**config.mk**
```make
export PLATFORM = sky130hd
export DESIGN_NAME = ocfd_top
export DESIGN_NICKNAME = d
export VERILOG_FILES = /design/src/design/ocfd_pkg.sv /design/src/design/ocfd_top.sv
export SDC_FILE = /design/constraint.sdc
export NUM_CORES = 1
export LEC_CHECK = 0
export BUFFER_PORTS_ARGS = -buffer_cell sky130_fd_sc_hd__clkbuf_2
export CORE_ASPECT_RATIO = 1.5
export CORE_UTILIZATION = 48
export DETAILED_ROUTE_END_ITERATION = 10
export PLACE_DENSITY_LB_ADDON = 0.3
export SLEW_MARGIN = 30
export SYNTH_ARGS = -nofsm -noshare
export SYNTH_HDL_FRONTEND = slang
export SYNTH_SLANG_ARGS = --single-unit
```
**constraint.sdc**
```tcl
create_clock -name ref_clk -period 1.6 [get_ports ref_clk]
set_clock_uncertainty 0.2 [all_clocks]
set_input_delay 0.16 -clock ref_clk [delete_from_list [all_inputs] [get_ports ref_clk]]
set_output_delay 0.16 -clock ref_clk [all_outputs]
set_load 0.05 [all_outputs]
```
**src/design/ocfd_pkg.sv**
```systemverilog
// constants, field layouts and carrier types for the configuration fuse decoder
package ocfd_pkg;

	// ----------------------------------------------------------------
	// fuse array geometry and register indices
	// ----------------------------------------------------------------
	localparam int NUM_WORDS = 7;
	localparam int WORD_W = 16;
	localparam int ADDR_W = 4;
	localparam logic [3:0] ADDR_OSC_WORD = 4'h0;
	localparam logic [3:0] ADDR_WDT_WORD = 4'h1;
	localparam logic [3:0] ADDR_PROT_WORD = 4'h6;
	localparam logic [3:0] ADDR_ERASE = 4'h7;
	localparam logic [3:0] ADDR_STATUS = 4'h8;
	localparam logic [3:0] ADDR_ACTIVE = 4'h9;
	localparam logic [15:0] FUSE_ERASED = 16'hFFFF;
	localparam logic [15:0] READ_UNMAPPED = 16'h0000;

	// ----------------------------------------------------------------
	// field positions
	// ----------------------------------------------------------------
	localparam int CSM_LSB = 14;
	localparam int SRC_LSB = 8;
	localparam int PRI_LSB = 0;
	localparam int WDT_EN_BIT = 15;
	localparam int PROT_BIT = 0;
	localparam int ERASE_GO_BIT = 15;
	localparam int ERASE_IDX_LSB = 0;

	// ----------------------------------------------------------------
	// startup source, pll factor and oscillator family codes
	// ----------------------------------------------------------------
	localparam logic [1:0] SRC_LP_32K = 2'h0;
	localparam logic [1:0] SRC_FAST_RC = 2'h1;
	localparam logic [1:0] SRC_LP_RC = 2'h2;
	localparam logic [1:0] SRC_PRIMARY = 2'h3;
	localparam logic [1:0] PLL_NONE = 2'h0;
	localparam logic [1:0] PLL_X4 = 2'h1;
	localparam logic [1:0] PLL_X8 = 2'h2;
	localparam logic [1:0] PLL_X16 = 2'h3;
	localparam logic [2:0] FAM_EXT_CLK = 3'h0;
	localparam logic [2:0] FAM_EXT_RC = 3'h1;
	localparam logic [2:0] FAM_STD_XTAL = 3'h2;
	localparam logic [2:0] FAM_HS_XTAL = 3'h3;
	localparam logic [2:0] FAM_RESERVED = 3'h4;

	// ----------------------------------------------------------------
	// carriers
	// ----------------------------------------------------------------
	typedef struct packed {
		logic clk_switch_en;
		logic fail_safe_en;
		logic [1:0] startup_src;
		logic [3:0] prim_mode;
		logic [2:0] family;
		logic [1:0] pll_mult;
		logic osc_pin_clkout;
		logic mode_reserved;
		logic wdt_en;
		logic code_protect;
	} ocfd_settings_t;

	typedef struct packed {
		logic [3:0] addr;
		logic [15:0] wdata;
		logic wr;
		logic rd;
	} ocfd_bus_req_t;

	typedef struct packed {
		logic rd_req;
		logic wr_req;
	} ocfd_pm_req_t;

	// safe settings shown until the first capture after reset
	localparam ocfd_settings_t SETTINGS_RESET = '{
		clk_switch_en: 1'b0, fail_safe_en: 1'b0, startup_src: SRC_FAST_RC,
		prim_mode: 4'hC, family: FAM_EXT_CLK, pll_mult: PLL_NONE,
		osc_pin_clkout: 1'b0, mode_reserved: 1'b0, wdt_en: 1'b0,
		code_protect: 1'b1};

endpackage : ocfd_pkg

```
**src/design/ocfd_top.sv**
```systemverilog
// configuration fuse store and power-on oscillator setting decoder
//
// Notes on behaviour
// [RULE1] seven sixteen-bit fuse words, bitwise settable
// [RULE2] system bits set power-on oscillator, watchdog
// [RULE3] code protect blocks program memory read/write
// [RULE4] programmer rewrites every word it erases
// [RULE5] programmer uses matching oscillator word layout
// [RULE6] switch/monitor field: 1x off, 01, 00
// [RULE7] startup source: primary, lp rc, fast rc, 32k
// [RULE8] 1111 ext x16, 1101 ext x4, pin free
// [RULE9] 1100 ext no pll; 1011 ext clock out
// [RULE10] programmer never writes reserved code 1010
// [RULE11] 1001 rc clock out; 1000 rc pin free
// [RULE12] 0111..0100 std crystal x16 x8 x4 none
// [RULE13] 001x selects high speed crystal
// [RULE14] 1110 external clock x8, pin free
// [RULE15] settings captured after reset, held until reset
`timescale 1ns/100ps
`default_nettype none

module ocfd_top (
	input wire logic ref_clk, // 40 MHz system clock
	input wire logic reset, // async reset, active high
	input wire ocfd_pkg::ocfd_bus_req_t bus_req, // register port request
	output logic [15:0] bus_rdata, // read data, cycle after read
	input wire ocfd_pkg::ocfd_pm_req_t pm_req, // program memory access
	output logic pm_rd_grant, // program memory read allowed
	output logic pm_wr_grant, // program memory write allowed
	output ocfd_pkg::ocfd_settings_t settings, // active power-on settings
	output logic settings_valid // settings captured since reset
);

	// ----------------------------------------------------------------
	// state
	// ----------------------------------------------------------------
	typedef struct packed {
		ocfd_pkg::ocfd_settings_t act;
		logic captured;
		logic [6:0] erase_pend;
		logic [15:0] rdata;
	} ocfd_state_t;

	ocfd_state_t st_r;
	ocfd_state_t st_nxt;
	ocfd_pkg::ocfd_settings_t dec;
	logic [15:0] osc_w;
	logic [1:0] csm;
	logic [3:0] primary_osc_mode;
	logic [2:0] erase_idx;
	logic word_hit;

	// non-volatile words survive reset; blank parts read as erased
	logic [15:0] fuse_mem [ocfd_pkg::NUM_WORDS] =
		'{default: ocfd_pkg::FUSE_ERASED};

	// ----------------------------------------------------------------
	// fuse storage
	// ----------------------------------------------------------------
	assign word_hit = bus_req.addr <= ocfd_pkg::ADDR_PROT_WORD;
	assign erase_idx = bus_req.wdata[ocfd_pkg::ERASE_IDX_LSB +: 3];

	// program or erase a word; an erased word holds all ones
	always_ff @(posedge ref_clk) begin
		if (bus_req.wr && word_hit) begin
			fuse_mem[bus_req.addr[2:0]] <= bus_req.wdata; // see [RULE1]
		end else if (bus_req.wr && bus_req.addr == ocfd_pkg::ADDR_ERASE
				&& bus_req.wdata[ocfd_pkg::ERASE_GO_BIT]
				&& erase_idx < 3'(ocfd_pkg::NUM_WORDS)) begin
			fuse_mem[erase_idx] <= ocfd_pkg::FUSE_ERASED;
		end
	end

	// ----------------------------------------------------------------
	// decode of the stored words
	// ----------------------------------------------------------------
	assign osc_w = fuse_mem[ocfd_pkg::ADDR_OSC_WORD[2:0]];
	assign csm = osc_w[ocfd_pkg::CSM_LSB +: 2];
	assign primary_osc_mode = osc_w[ocfd_pkg::PRI_LSB +: 4];

	// field decode, evaluated on the stored image
	always_comb begin
		dec = ocfd_pkg::SETTINGS_RESET;
		dec.clk_switch_en = ~csm[1]; // see [RULE6]
		dec.fail_safe_en = ~csm[1] & ~csm[0]; // see [RULE6]
		dec.startup_src = osc_w[ocfd_pkg::SRC_LSB +: 2]; // see [RULE7]
		dec.prim_mode = primary_osc_mode;
		dec.osc_pin_clkout = 1'b0;
		dec.mode_reserved = 1'b0;
		dec.pll_mult = ocfd_pkg::PLL_NONE;
		case (primary_osc_mode)
			4'hF: begin
				dec.family = ocfd_pkg::FAM_EXT_CLK; // see [RULE8]
				dec.pll_mult = ocfd_pkg::PLL_X16;
			end
			4'hE: begin
				dec.family = ocfd_pkg::FAM_EXT_CLK; // see [RULE14]
				dec.pll_mult = ocfd_pkg::PLL_X8;
			end
			4'hD: begin
				dec.family = ocfd_pkg::FAM_EXT_CLK; // see [RULE8]
				dec.pll_mult = ocfd_pkg::PLL_X4;
			end
			4'hC: begin
				dec.family = ocfd_pkg::FAM_EXT_CLK; // see [RULE9]
			end
			4'hB: begin
				dec.family = ocfd_pkg::FAM_EXT_CLK; // see [RULE9]
				dec.osc_pin_clkout = 1'b1;
			end
			4'h9: begin
				dec.family = ocfd_pkg::FAM_EXT_RC; // see [RULE11]
				dec.osc_pin_clkout = 1'b1;
			end
			4'h8: begin
				dec.family = ocfd_pkg::FAM_EXT_RC; // see [RULE11]
			end
			4'h7: begin
				dec.family = ocfd_pkg::FAM_STD_XTAL; // see [RULE12]
				dec.pll_mult = ocfd_pkg::PLL_X16;
			end
			4'h6: begin
				dec.family = ocfd_pkg::FAM_STD_XTAL; // see [RULE12]
				dec.pll_mult = ocfd_pkg::PLL_X8;
			end
			4'h5: begin
				dec.family = ocfd_pkg::FAM_STD_XTAL; // see [RULE12]
				dec.pll_mult = ocfd_pkg::PLL_X4;
			end
			4'h4: begin
				dec.family = ocfd_pkg::FAM_STD_XTAL; // see [RULE12]
			end
			4'h3, 4'h2: begin
				dec.family = ocfd_pkg::FAM_HS_XTAL; // see [RULE13]
			end
			default: begin
				// 1010 and the unlisted low codes have no defined mode
				dec.family = ocfd_pkg::FAM_RESERVED; // see [RULE10]
				dec.mode_reserved = 1'b1;
			end
		endcase
		dec.wdt_en = fuse_mem[ocfd_pkg::ADDR_WDT_WORD[2:0]]
			[ocfd_pkg::WDT_EN_BIT]; // see [RULE2]
		dec.code_protect = ~fuse_mem[ocfd_pkg::ADDR_PROT_WORD[2:0]]
			[ocfd_pkg::PROT_BIT];
	end

	// ----------------------------------------------------------------
	// next state: capture, erase tracking, read data
	// ----------------------------------------------------------------
	always_comb begin
		st_nxt = st_r;
		// one capture after reset, then frozen until the next reset
		if (!st_r.captured) begin
			st_nxt.act = dec; // see [RULE15]
			st_nxt.captured = 1'b1;
		end
		// words erased but not yet rewritten
		if (bus_req.wr && word_hit) begin
			st_nxt.erase_pend[bus_req.addr[2:0]] = 1'b0; // see [RULE4]
		end else if (bus_req.wr && bus_req.addr == ocfd_pkg::ADDR_ERASE
				&& bus_req.wdata[ocfd_pkg::ERASE_GO_BIT]
				&& erase_idx < 3'(ocfd_pkg::NUM_WORDS)) begin
			st_nxt.erase_pend[erase_idx] = 1'b1;
		end
		// read data stand only in the cycle after the strobe
		st_nxt.rdata = ocfd_pkg::READ_UNMAPPED;
		if (bus_req.rd) begin
			if (word_hit) begin
				st_nxt.rdata = fuse_mem[bus_req.addr[2:0]];
			end else if (bus_req.addr == ocfd_pkg::ADDR_STATUS) begin
				st_nxt.rdata = {st_r.captured, 8'h00, st_r.erase_pend};
			end else if (bus_req.addr == ocfd_pkg::ADDR_ACTIVE) begin
				st_nxt.rdata = {2'h0, st_r.act.prim_mode,
					st_r.act.startup_src, st_r.act.pll_mult,
					st_r.act.clk_switch_en, st_r.act.fail_safe_en,
					st_r.act.osc_pin_clkout, st_r.act.mode_reserved,
					st_r.act.wdt_en, st_r.act.code_protect};
			end else begin
				st_nxt.rdata = ocfd_pkg::READ_UNMAPPED;
			end
		end
	end

	// state register
	always_ff @(posedge ref_clk or posedge reset) begin
		if (reset) begin
			st_r <= '{act: ocfd_pkg::SETTINGS_RESET, captured: 1'b0,
				erase_pend: 7'h00, rdata: 16'h0000};
		end else begin
			st_r <= st_nxt;
		end
	end

	// ----------------------------------------------------------------
	// outputs
	// ----------------------------------------------------------------
	assign settings = st_r.act;
	assign settings_valid = st_r.captured;
	assign bus_rdata = st_r.rdata;

	// protection gates both directions of program memory access
	assign pm_rd_grant = pm_req.rd_req & st_r.captured
		& ~st_r.act.code_protect; // see [RULE3]
	assign pm_wr_grant = pm_req.wr_req & st_r.captured
		& ~st_r.act.code_protect; // see [RULE3]
endmodule : ocfd_top

`default_nettype wire

```
* Word level (Yosys, flattened, before mapping)
Memory sizes are Yosys's and may differ from the RTL's. A register that Yosys moved wholly into a read port is not among the register bits.
Cells that the tools add are included.
** Word-level totals
- Register bits after elaboration :: 40
- Bits in writable memories :: 112
- Memories :: 1
** Cells by class
- Magnitude comparators :: 6
- Eq/ne operators :: 16
- Multiplexer cells :: 22
- Bitwise logic cells :: 12
- Reductions and logical operators :: 18
** Memories
- fuse_mem :: depth 7, width 16, rd ports 4, clocked after memory_dff 1, wr ports 1, RTL line ocfd_top.sv:54 : logic [15:0] fuse_mem [ocfd_pkg::NUM_WORDS] =
** Operator list (count)
- 16-bit two-way mux :: 4
- 4-bit equality test, second input constant :: 9
- 4-bit by 3-bit equality test with 1-bit output, second input constant :: 5
- 16-bit OR reduction :: 1
- 14-bit two-way mux :: 1
- 7-bit two-way mux :: 2
- 13-bit OR reduction :: 1
- 3-bit one-hot mux with 4 select lines :: 1
- 2-bit OR reduction :: 6
- 1-bit two-way mux :: 10
- 4-bit by 2-bit equality test with 1-bit output, second input constant :: 2
- 3-bit by 4-bit < comparator with 1-bit output, second input constant :: 2
- 7-bit bitwise AND :: 1
- 7-bit inverter :: 1
- 7-bit bitwise OR :: 1
- 1-bit demux with 3-bit select :: 2
- 3-bit by 1-bit >= comparator with 1-bit output, second input constant :: 2
- 1-bit logical AND :: 6
- 2-bit one-hot mux with 3 select lines :: 1
- 1-bit bitwise AND :: 5
- 5-bit OR reduction :: 1
- 4-bit by 3-bit less-or-equal comparator with 1-bit output, second input constant :: 1
- 1-bit inverter :: 4
- 4-bit OR reduction :: 1
- other kinds (4) :: 4

* Logic depth before layout (Yosys ltp)
Gate-level depths: netlist of run 1.
- Depth in word-level cells :: 9
- Mapped depth :: 7

* Worst setup path before layout of run 1
OpenSTA, ideal clock, no wires.
- Path kind :: input to register
- From :: input bus_req[20] (netlist name)
- To :: memory fuse_mem[0][0], enable pin
- Library setup time :: 388 ps
- Arrival time :: 1572 ps
- Required time :: 1012 ps
- Path slack :: -561 ps
- Stages on the path :: 6
- Path buffers :: 2
- Path through :: buf_6 -> and2_4 -> buf_6 -> and4_4 -> a21oi_1 -> nor2_1
** Between the ends
- Word-level cells in the longest chain between the ends :: 9
- Elaborated cells on any way between the ends :: 14
- Classes of those cells :: 1 x order compare; 1 x eq/ne; 7 x mux; 5 x reduce/logical
** Ends and longest elaborated chain
- from (decl) :: RTL line ocfd_top.sv:25 : input wire ocfd_pkg::ocfd_bus_req_t bus_req,
- 4-bit by 3-bit equality test with 1-bit output :: RTL line ocfd_top.sv:67 : end else if (bus_req.wr && bus_req.addr == ocfd_pkg::ADDR_ERASE
- 1-bit logical AND :: RTL line ocfd_top.sv:67
- 1-bit logical AND :: RTL line ocfd_top.sv:68 : && bus_req.wdata[ocfd_pkg::ERASE_GO_BIT]
- 1-bit logical AND :: RTL line ocfd_top.sv:69 : && erase_idx < 3'(ocfd_pkg::NUM_WORDS)) begin
- 1-bit two-way mux :: RTL line ocfd_top.sv:67
- 1-bit two-way mux :: RTL line ocfd_top.sv:65 : if (bus_req.wr && word_hit) begin
- 1-bit two-way mux (not written as such) :: RTL line ocfd_top.sv:70 : fuse_mem[erase_idx] <= ocfd_pkg::FUSE_ERASED;
- 16-bit OR reduction (no line)
- 3-bit two-way mux (no line) or 1-bit two-way mux (tied branches)
- to (decl) :: RTL line ocfd_top.sv:54
Parallel ways exist; a longest one is shown, timed or not.

* Worst setup path after layout of run 1
- From :: register st_r, in the netlist settings[0]
- To :: output pm_wr_grant
** Between the ends
- Word-level cells in the longest chain between the ends :: 2
** Ends and longest elaborated chain
- from (decl) :: RTL line ocfd_top.sv:44 : ocfd_state_t st_r;
- from (signal assigned) :: RTL line ocfd_top.sv:188 : st_r <= '{act: ocfd_pkg::SETTINGS_RESET, captured: 1'b0,
- from (signal assigned) :: RTL line ocfd_top.sv:191 : st_r <= st_nxt;
- 1-bit inverter :: RTL line ocfd_top.sv:206 : & ~st_r.act.code_protect;
- 1-bit bitwise AND :: RTL line ocfd_top.sv:206
- to (decl) :: RTL line ocfd_top.sv:29 : output logic pm_wr_grant,
Every way passes these cells.

==> results of run 1 <==
metrics by stage:
stage                     setup slack [ps]  total power, mW  setup TNS, ps
after floorplan                       -144             5.21         -10430
final                                -71.3             9.51           -145
after global routing                 -97.3             9.81           -270
after global placement                -184             5.44         -29460
after CTS                            -76.7             9.58           -196
after detailed placement              -210             5.46         -30560
worst min-delay path by stage:
| stage | slack (ps) | end | from |
|---|---|---|---|
| 2_1_floorplan | 50 | st_r[17] | bus_req[3] |
| 6_report | 7 | fuse_mem[6][5] | bus_req[7] |
| 3_3_place_gp | -70 | bus_rdata[11] | reset |
| 5_1_grt | 20 | fuse_mem[4][8] | bus_req[10] |
| 3_5_place_dp | -60 | bus_rdata[9] | reset |
| 4_1_cts | 8 | fuse_mem[2][13] | bus_req[15] |
cell usage in the layout, fill, tap and decap left out, types with 10 or more instances in the layout:
cell,instances
or2_1,14
buf_4,56
nand2b_1,14
clkbuf_16,25
nand3_1,10
dlygate4sd3_1,16
nor2_1,19
buf_12,12
clkbuf_2,54
o21ai_0,12
dfrtp_1,36
a31oi_1,10
nand2_1,46
nor2b_1,17
mux2i_1,32
o21ai_1,28
edfxtp_1,112
registers in the layout, summed over array words and instances, names as in the netlist:
signal          cells
bus_rdata          16
fuse_mem          112
settings           17
settings_valid      1
st_r                7
where the power goes:
group	internal, mW	switching [mW]
combinational	0.372	0.618
clock	2.54	1.52
sequential	4.40	0.0582
total	7.31	2.20
area by class of cell:
cell class	instances	area (µm²)	area share, %
clock inverters	6	42.5	0.505
multi-input cells	292	1980	23.5
flip-flops and latches	153	4400	52.2
inverters	3	11.3	0.134
well taps	162	203	2.41
clock buffers	26	586	6.95
repair buffers	145	1200	14.3
cells by family after synthesis:
group	Yosys count
flip-flops	153
AND/OR/NAND/NOR	142
AO/OA/AOI/OAI	108
buffers and inverters	69
multiplexers	40
XOR/XNOR	1
other	1
worst register-to-register path, delay by kind of cell, from the launching register on:
family | cells | cell delay, ps
compound gates | 3 | 680
flops | 1 | 360
simple gates | 1 | 130
per-layer routing:
metal | GRT usage, % | routed length, µm
met1 | 25.5 | 6110
met2 | 39.5 | 7840
met3 | 5.14 | 688
met4 | 11.1 | 442
met5 | 0 | 0
repair_timing:
item,in CTS,in global routing
setup buffers,2,0
pin swaps,2,1
endpoints found under the hold margin,112,0
gates cloned,0,0
gates resized for setup,18,2
hold buffers,16,0
setup endpoints to repair,6,5
==> impl_results.md, run 1 <==
* IO buf count at 61
* Worst path bufs/invs at 1
* Routability cong. at 0.899
* Clk slew on worst S/H paths at 60 ps
* Crit-path cells: nor2_4 -> and2_4 -> clkbuf_16
* Mux cell area share after synthesis at 6.27%
* Final WL at 15.1 mm
* Fmax at 598 MHz
* Max stage delay cell, worst path: dfstp_2
* Cell area after layout at 8420 µm²
* Synth top area cells: edfxtp_1 (50%), dfrtp_1 (14%), mux2i_1 (4.8%)
* Synth Register Bits at 153
* Worst min-delay path class: primary input to flip-flop
* First-pass GRT wire length at 24.0 mm
* Top cells by count, synth: edfxtp_1 (112), nand2_1 (47), buf_4 (38)
* Die W at 98.7 µm
* Post-synth EDFFs at 112
* Simple-gate share of the synthesized area at 10.9%
* Count leader, synth: edfxtp_1
* Max VDD drop at 0.634 mV
* Tcrit/Tclk final at 104%
* Max FO, Critical Path at 3
* CTS max path bufs at 2
* Slowest Stage Delay on Critical Path at 560 ps
* CTS Sinks at 153
* Initial drt markers at 196
* Synth Area in XOR/XNOR at 0.130%
* Synth Area in Compound Gates at 10.4%
* Yosys top cell area share at 50.0%
* I/O pin cnt at 62
* Sequential share of the synthesized area at 65.3%
* All-Layer GR Usage at 22.4%
* DR vias at 4315
* CP arrival at 1310 ps
* Violated checks: negative setup slack
* Syn-to-layout area delta at 25.1%
* Top delay family on crit path: flip-flops
* Main synth FF type: edfxtp_1
* Status: finished with violations
* Setup violators final at 4
* Post-Place Cells at 737
* Post-Synth Adder-Cell Area at 0%
* Syn Area/Cell at 13.1 µm²
* Core area at 13600 µm²
* CTS tree: built
* Crit path depth at 3
* Reg2reg path depth at 4
* Largest net degree at the start of global routing at 29
* Critical path endpoint category: primary output
* Pins Over Slew Limit at 0
* Non-filler cells in the finished layout at 787
* # rows at 52
* Post-Route Utilization at 61.9%
* Starting Density at 49.5%
* First-pass DRT Iterations at 4
* Yosys warning count at 0
* Unique cell type count in the Yosys netlist at 49
* Post-synth top area cell: edfxtp_1
* Final period demand of the worst path at 1670 ps
* Vias per inst at 5.48
* Routed Antenna Nets at 0
* Share of flip-flops with an asynchronous set or reset at 26.8%
* DP HPWL at 10.6 mm
* Leak pwr at 3.36 nW
* Pwr/cell area at 1130 nW/µm²
* Hold Path Stages at 2
* Remaining routing DRC violations at 0
* Cells after Synth at 514
* Ant. Diodes at 0
* Vias in the first global route at 4515
* CTS buffer count at 17
* RSZ-0062 raised after global routing: yes
* R2r startpoint: fuse_mem[4][11]
* Placed cell area at 7530 µm²
* Reg2Reg Setup Slack at 120 ps
* Main combinational cell family by area after synthesis: simple AND/OR/NAND/NOR gates
* Crit Path Category: flip-flop to primary output
* Mapped Area at 6730 µm²
* Remaining Overflow, GRT at 0
* Worst slew pin tran at 519 ps
* Maxcap violations at 0
* Fillers at 1007
* Hold Vio Cnt, Final at 0
* Clk_lat worst skew at 410 ps
* Final worst slack at -71.3 ps
* CP endpoint: pm_wr_grant
* Data required, critical path at 1240 ps
* R2R Path End: bus_rdata[11]
* CTS H-Tree Depth at 4
* Die Y at 147 µm
* Slew headroom at 65.2%
* Worst setup path startpoint: settings[0]
* Total die area at 14500 µm²
* Initial antenna violation count at 0
* Final Hold Slack at 7.21 ps
* Syn nets at 540
* NumNets Final at 638
* DR WL/cell at 19.2 µm
* Crit start category: flip-flop
* Layout cell share with drive strength beyond 1 at 31.5%
* Root buf cell: clkbuf_16
Power figures use the tool's default switching activity.
==> run 2: changes to the inputs <==
--- a/config.mk
+++ b/config.mk
@@ -9,8 +9,10 @@
 export CORE_ASPECT_RATIO = 1.5
 export CORE_UTILIZATION = 48
 export DETAILED_ROUTE_END_ITERATION = 10
+export GPL_TIMING_DRIVEN = 0
 export PLACE_DENSITY_LB_ADDON = 0.3
 export SLEW_MARGIN = 30
 export SYNTH_ARGS = -nofsm -noshare
 export SYNTH_HDL_FRONTEND = slang
 export SYNTH_SLANG_ARGS = --single-unit
+export TNS_END_PERCENT = 1
==> run 2 against run 1 <==
Net effect:
- the run still ends with negative setup slack left
- setup slack lost 7.7 ps
- global-route usage shrank 0.69 points
- largest cell class unchanged
- maximum frequency shrank 0.46%
==> impl_results.md, run 2 (synthesis gave the netlist of run 1 again) <==
* # rows at 52 (unchanged)
* DP HPWL at 9.76 mm (was 10.6 mm)
* Hold Vio Cnt, Final at 0 (unchanged)
* Fillers at 1026 (was 1007)
* DR WL/cell at 18.7 µm (was 19.2 µm)
* Worst slew pin tran at 671 ps (was 519 ps)
* Final worst slack at -79.0 ps (was -71.3 ps)
* Maxcap violations at 0 (unchanged)
* Routed Antenna Nets at 0 (unchanged)
* Post-Route Utilization at 61.5% (was 61.9%)
* Crit Path Category: flip-flop to primary output (unchanged)
* I/O pin cnt at 62 (unchanged)
* Violated checks: negative setup slack (unchanged)
* CTS H-Tree Depth at 4 (unchanged)
* First-pass GRT wire length at 23.2 mm (was 24.0 mm)
* Syn-to-layout area delta at 24.2% (was 25.1%)
* Critical path endpoint category: primary output (unchanged)
* Slowest Stage Delay on Critical Path at 570 ps (was 560 ps)
* Max VDD drop at 0.580 mV (was 0.634 mV)
* Ant. Diodes at 0 (unchanged)
* Most frequent cells in the layout: edfxtp_1 (112), clkbuf_2 (49), nand2_1 (45) (was edfxtp_1 (112), buf_4 (56), clkbuf_2 (54))
* R2R Path End: bus_rdata[14] (was bus_rdata[11])
* Core area at 13600 µm² (unchanged)
* Fmax at 596 MHz (was 598 MHz)
* Max stage delay cell, worst path: dfstp_2 (unchanged)
* Leak pwr at 3.34 nW (was 3.36 nW)
* Status: finished with violations (unchanged)
* Largest reg by FF count: fuse_mem (unchanged)
* Crit path depth at 3 (unchanged)
* All-Layer GR Usage at 21.8% (was 22.4%)
* CTS Sinks at 153 (unchanged)
* Top delay family on crit path: flip-flops (unchanged)
* Final period demand of the worst path at 1680 ps (was 1670 ps)
* RSZ-0062 raised after global routing: yes (unchanged)
* Power, Total at 9.38 mW (was 9.51 mW)
* Hold Path Stages at 3 (was 2)
* Largest net degree at the start of global routing at 30 (was 29)
* Reg2Reg Setup Slack at 30 ps (was 120 ps)
* Setup violators final at 34 (was 4)
* Vias in the first global route at 4329 (was 4515)
* Placed cell area at 7330 µm² (was 7530 µm²)
* DR vias at 4368 (was 4315)
* Worst path bufs/invs at 1 (unchanged)
* NumNets Final at 642 (was 638)
* Initial drt markers at 291 (was 196)
* First-pass DRT Iterations at 4 (unchanged)
* Clk_lat worst skew at 420 ps (was 410 ps)
* Reg2reg path depth at 3 (was 4)
* Hold path endpoint: st_r[19] (was fuse_mem[6][5])
* Remaining Overflow, GRT at 0 (unchanged)
* Root buf cell: clkbuf_16 (unchanged)
* Cell area after layout at 8360 µm² (was 8420 µm²)
* Dpl ws at -680 ps (was -210 ps)
* Layout cell share with drive strength beyond 1 at 30.9% (was 31.5%)
* Hold_sp: bus_req[3] (was bus_req[7])
* CTS max path bufs at 2 (unchanged)
* Routability cong. at 0.866 (was 0.899)
* Final WL at 14.8 mm (was 15.1 mm)
* Pwr/cell area at 1120 nW/µm² (was 1130 nW/µm²)
* Pins Over Slew Limit at 0 (unchanged)
* Vias per inst at 5.53 (was 5.48)
* Worst min-delay path class: primary input to flip-flop (unchanged)
* Crit-path cells: nor2_4 -> and2_4 -> buf_8 (was nor2_4 -> and2_4 -> clkbuf_16)
* Die W at 98.7 µm (unchanged)
* R2r startpoint: fuse_mem[0][14] (was fuse_mem[4][11])
* CP arrival at 1320 ps (was 1310 ps)
* Data required, critical path at 1240 ps (about the same)
* Crit start category: flip-flop (unchanged)
* Tcrit/Tclk final at 105% (was 104%)
* IO buf count at 58 (was 61)
* Remaining routing DRC violations at 0 (unchanged)
* Clk slew on worst S/H paths at 60 ps (about the same)
* Max FO, Critical Path at 3 (unchanged)
* CTS buffer count at 17 (unchanged)
* Starting Density at 49.5% (unchanged)
* Die Y at 147 µm (unchanged)
* Leading cell type in the layout, fill and taps excluded: edfxtp_1 (unchanged)
* Max FFs per register at 112 (unchanged)
* Initial antenna violation count at 0 (unchanged)
* CTS tree: built (unchanged)
* Slew headroom at 55.2% (was 65.2%)
* Total die area at 14500 µm² (unchanged)
-- run 2: per-layer routing --
metal	global-route usage [%]	up-vias	routed length (µm)
met5	0	-	0
met4	9.10	0	409
met3	4.95	34	724
met2	37.5	156	7660
met1	26.3	2141	5980
li1	-	2037	-
-- run 2: final cells by class --
class | count | area [µm²] | share of cell area [%]
timing repair buffer | 83 | 661 | 7.90
buffer | 66 | 507 | 6.06
sequential | 153 | 4400 | 52.6
multi-input combinational | 292 | 2010 | 24.0
clock buffer | 19 | 433 | 5.18
tap | 162 | 203 | 2.42
clock inverter | 12 | 143 | 1.71
inverter | 3 | 11.3 | 0.135
-- run 2: what timing repair did --
action	in CTS	in global routing
buffers inserted	2	3
hold buffers	19	0
setup endpoints to repair	118	94
gates cloned	0	0
gates resized for setup	40	17
hold endpoints to repair	135	0
pin swaps	5	8
-- run 2: stage by stage --
stage                     TNS (ps)  hold slack (ps)  cells
after floorplan             -13780             45.5    514
after global placement     -103350              256    734
after detailed placement    -94620            -94.8    735
after CTS                     -884             1.69    787
after global routing         -3110             23.8    790
final                         -713             19.5    790
-- run 2: worst register-to-register path: cells and delay by family (launching register included) --
family           cells  cell delay, ps
flip-flops           1             440
multiplexers         2             720
AND/OR/NAND/NOR      1              80
-- run 2: where the power goes --
part | total, mW | switching [mW] | internal (mW)
clock | 3.89 | 1.58 | 2.31
combinational | 1.04 | 0.631 | 0.406
sequential | 4.45 | 0.0562 | 4.40
total | 9.38 | 2.27 | 7.11
-- run 2: worst max-delay path by stage --
stage	from	end	slack (ps)
floorplan	bus_req[20]	fuse_mem[0][0]	-140
global placement	bus_req[18]	fuse_mem[6][11]	-800
detailed placement	bus_req[18]	fuse_mem[5][11]	-680
CTS	settings_valid	pm_wr_grant	-130
global route	settings[0]	pm_wr_grant	-110
finish	settings[0]	pm_wr_grant	-80
==> run 3: changes to the inputs <==
--- a/config.mk
+++ b/config.mk
@@ -5,7 +5,9 @@
 export SDC_FILE = /design/constraint.sdc
 export NUM_CORES = 1
 export LEC_CHECK = 0
+export ABC_AREA = 1
 export BUFFER_PORTS_ARGS = -buffer_cell sky130_fd_sc_hd__clkbuf_2
+export CAP_MARGIN = 20
 export CORE_ASPECT_RATIO = 1.5
 export CORE_UTILIZATION = 48
 export DETAILED_ROUTE_END_ITERATION = 10
==> run 3 against run 2 <==
Net effect:
- the run still ends with negative setup slack left
- combinational power is essentially flat
- non-clock buffer count is 2 lower
- hold slack lost 15 ps
- sequential share of layout area is 0.11 points higher
- critical path depth up 1
- first-iteration DRC count rose by 42%
- critical path type unchanged
==> impl_results.md, run 3 <==
* Status: finished with violations (unchanged)
* Violated checks: negative setup slack (unchanged)
* Syn nets at 711 (was 540)
* DR vias at 5062 (was 4368)
* Power, Total at 9.38 mW (about the same)
* Max VDD drop at 0.527 mV (was 0.580 mV)
* Share of total power in the clock network at 41.1% (was 41.5%)
* Leading cell type in the layout, fill and taps excluded: nand2_1 (was edfxtp_1)
* Dpl ws at -730 ps (was -680 ps)
* Placed cell area at 7400 µm² (was 7330 µm²)
* Setup violators final at 83 (was 34)
* Routed Antenna Nets at 0 (unchanged)
* CTS tree: built (unchanged)
* NumNets Final at 816 (was 642)
* Internal at 6.94 mW (was 7.11 mW)
* Area of the multi-input gates at 1890 µm² (was 2010 µm²)
* Gate power share at 11.1% (about the same)
* Slew headroom at 53.8% (was 55.2%)
* CTS buffer count at 17 (unchanged)
* Remaining routing DRC violations at 0 (unchanged)
* Syn Area/Cell at 9.89 µm² (was 13.1 µm²)
* Sequential share of the synthesized area at 64.8% (was 65.3%)
* Remaining Overflow, GRT at 0 (unchanged)
* Post-Synth Adder-Cell Area at 0% (unchanged)
* Main synth FF type: edfxtp_1 (unchanged)
* Post-synth EDFFs at 112 (unchanged)
* Vias in the first global route at 5110 (was 4329)
* Mapped Area at 6780 µm² (was 6730 µm²)
* Final worst slack at -127 ps (was -79.0 ps)
* Synth Area in XOR/XNOR at 0.129% (was 0.130%)
* CTS H-Tree Depth at 4 (unchanged)
* Max FO, Critical Path at 10 (was 3)
* Die Y at 148 µm (was 147 µm)
* Root buf cell: clkbuf_16 (unchanged)
* Fillers at 1104 (was 1026)
* Layout cell share with drive strength beyond 1 at 23.4% (was 30.9%)
* Data required, critical path at 1240 ps (about the same)
* Initial drt markers at 414 (was 291)
* Count leader, synth: nand2_1 (was edfxtp_1)
* Clk_lat worst skew at 420 ps (about the same)
* Worst slew pin tran at 693 ps (was 671 ps)
* Synth top area cells: edfxtp_1 (50%), dfrtp_1 (14%), nand2_1 (9.4%) (was edfxtp_1 (50%), dfrtp_1 (14%), mux2i_1 (4.8%))
* RSZ-0062 raised after global routing: yes (unchanged)
* Final WL at 16.3 mm (was 14.8 mm)
* DR WL/cell at 16.8 µm (was 18.7 µm)
* CTS Sinks at 153 (unchanged)
* Simple-gate share of the synthesized area at 21.3% (was 10.9%)
* First-pass GRT wire length at 25.6 mm (was 23.2 mm)
* Max FFs per register at 112 (unchanged)
* Post-synth top area cell: edfxtp_1 (unchanged)
* First-pass DRT Iterations at 5 (was 4)
* CTS max path bufs at 2 (unchanged)
* Die W at 99.0 µm (was 98.7 µm)
* Syn-to-layout area delta at 23.1% (was 24.2%)
* IO buf count at 61 (was 58)
* Pwr/cell area at 1120 nW/µm² (about the same)
* Initial antenna violation count at 0 (unchanged)
* Yosys top cell area share at 49.6% (was 50.0%)
* Share of flip-flops with an asynchronous set or reset at 26.8% (unchanged)
* Cell area after layout at 8340 µm² (was 8360 µm²)
* Vias per inst at 5.25 (was 5.53)
* Synth Register Bits at 153 (unchanged)
* Synth Area in Compound Gates at 4.58% (was 10.4%)
* Largest net degree at the start of global routing at 32 (was 30)
* Hold Vio Cnt, Final at 0 (unchanged)
* Tcrit/Tclk final at 108% (was 105%)
* Pins Over Slew Limit at 0 (unchanged)
* Main combinational cell family by area after synthesis: simple AND/OR/NAND/NOR gates (unchanged)
* DP HPWL at 10.9 mm (was 9.76 mm)
* I/O pin cnt at 62 (unchanged)
* Most frequent cells in the layout: nand2_1 (166), edfxtp_1 (112), nor2_1 (85) (was edfxtp_1 (112), clkbuf_2 (49), nand2_1 (45))
* Sequential power share at 47.8% (was 47.5%)
* Largest reg by FF count: fuse_mem (unchanged)
* Total die area at 14600 µm² (was 14500 µm²)
* Clk slew on worst S/H paths at 60 ps (about the same)
* Sw Share at 26.0% (was 24.2%)
* Cells after Synth at 685 (was 514)
* Yosys warning count at 0 (unchanged)
* Routability cong. at 0.822 (was 0.866)
* Ant. Diodes at 0 (unchanged)
* Sw Pwr at 2.44 mW (was 2.27 mW)
* Core area at 13700 µm² (was 13600 µm²)
* Top cells by count, synth: nand2_1 (170), edfxtp_1 (112), nor2_1 (94) (was edfxtp_1 (112), nand2_1 (47), buf_4 (38))
* Leak pwr at 3.64 nW (was 3.34 nW)
* Fmax at 579 MHz (was 596 MHz)
* Final period demand of the worst path at 1730 ps (was 1680 ps)
* All-Layer GR Usage at 23.7% (was 21.8%)
* Storage cell area at 4400 µm² (unchanged)
* Maxcap violations at 0 (unchanged)
* Unique cell type count in the Yosys netlist at 27 (was 49)
* Final Hold Slack at 4.40 ps (was 19.5 ps)
* Crit start category: flip-flop (unchanged)
* Critical path endpoint category: primary output (unchanged)
* Starting Density at 49.6% (was 49.5%)
* Mux cell area share after synthesis at 0% (was 6.27%)
* # rows at 52 (unchanged)
* CP arrival at 1370 ps (was 1320 ps)
* Setup TNS at -6880 ps (was -713 ps)
* Worst min-delay path class: primary input to asynchronous set/reset pin (was primary input to flip-flop)
* Crit Path Category: flip-flop to primary output (unchanged)
-- run 3: final cells by class --
cell class | instances | area share [%]
plain buffers | 61 | 4.75
clock buffers | 18 | 5.14
clock inverters | 14 | 1.65
inverters | 64 | 2.88
multi-input cells | 407 | 22.7
flip-flops and latches | 153 | 52.7
well taps | 162 | 2.43
repair buffers | 86 | 7.80
-- run 3: logic make-up (layout without fill, tap and decap cells) --
logic type / count (synthesis) / after routing
flip-flops: 153 / 153
XOR/XNOR: 1 / 1
buffers and inverters: 125 / 243
AND/OR/NAND/NOR: 347 / 347
other: 1 / 1
AO/OA/AOI/OAI: 58 / 58
-- run 3: final timing paths --
check	startpoint	end	slack, ps	cells past startpoint
max	settings_valid	pm_wr_grant	-130	4
min	reset	bus_rdata[10]	4	3
max reg2reg	fuse_mem[0][1]	bus_rdata[1]	280	4
min reg2reg	fuse_mem[6][0]	settings[0]	270	1
max in group asynchronous	reset	settings[0]	680	4
min in group ref_clk	bus_req[17]	fuse_mem[3][15]	40	2
-- run 3: critical path, stage by stage (launching register included) --
cell,delay [ps]
dfrtp_2,430
buf_6,160
nand2_1,90
nor2_4,70
buf_4,190
-- run 3: power by group through the flow --
stage	logic, mW	registers, mW	clock network [mW]
finish	1.04	4.48	3.86
CTS	1.03	4.48	3.88
global placement	0.923	4.56	0
detailed placement	0.947	4.56	0
floorplan	0.691	4.54	0
global route	1.13	4.50	4.03
-- run 3: repair_timing --
item,4_1_cts,5_1_grt
endpoints found under the hold margin,137,0
setup buffers,1,1
pin swaps,2,1
resized for setup,29,11
setup endpoints to repair,119,104
cloned,0,0
hold buffers,22,0
-- run 3: metrics by stage --
| stage | instances | util [%] |
|---|---|---|
| 6_report | 965 | 61.1 |
| 5_1_grt | 965 | 61.1 |
| 3_5_place_dp | 909 | 54.1 |
| 4_1_cts | 964 | 60.7 |
| 3_3_place_gp | 908 | 54.0 |
| 2_1_floorplan | 685 | - |
-- run 3: metal layers --
metal / global-route usage [%] / vias up / part of all wire, % / wire [µm]
met1: 26.3 / 2346 / 36 / 5910
li1: - / 2417 / - / -
met2: 41.9 / 234 / 52 / 8430
met3: 3.97 / 65 / 6.6 / 1070
met4: 15.2 / 0 / 5.2 / 849
met5: 0 / - / 0 / 0
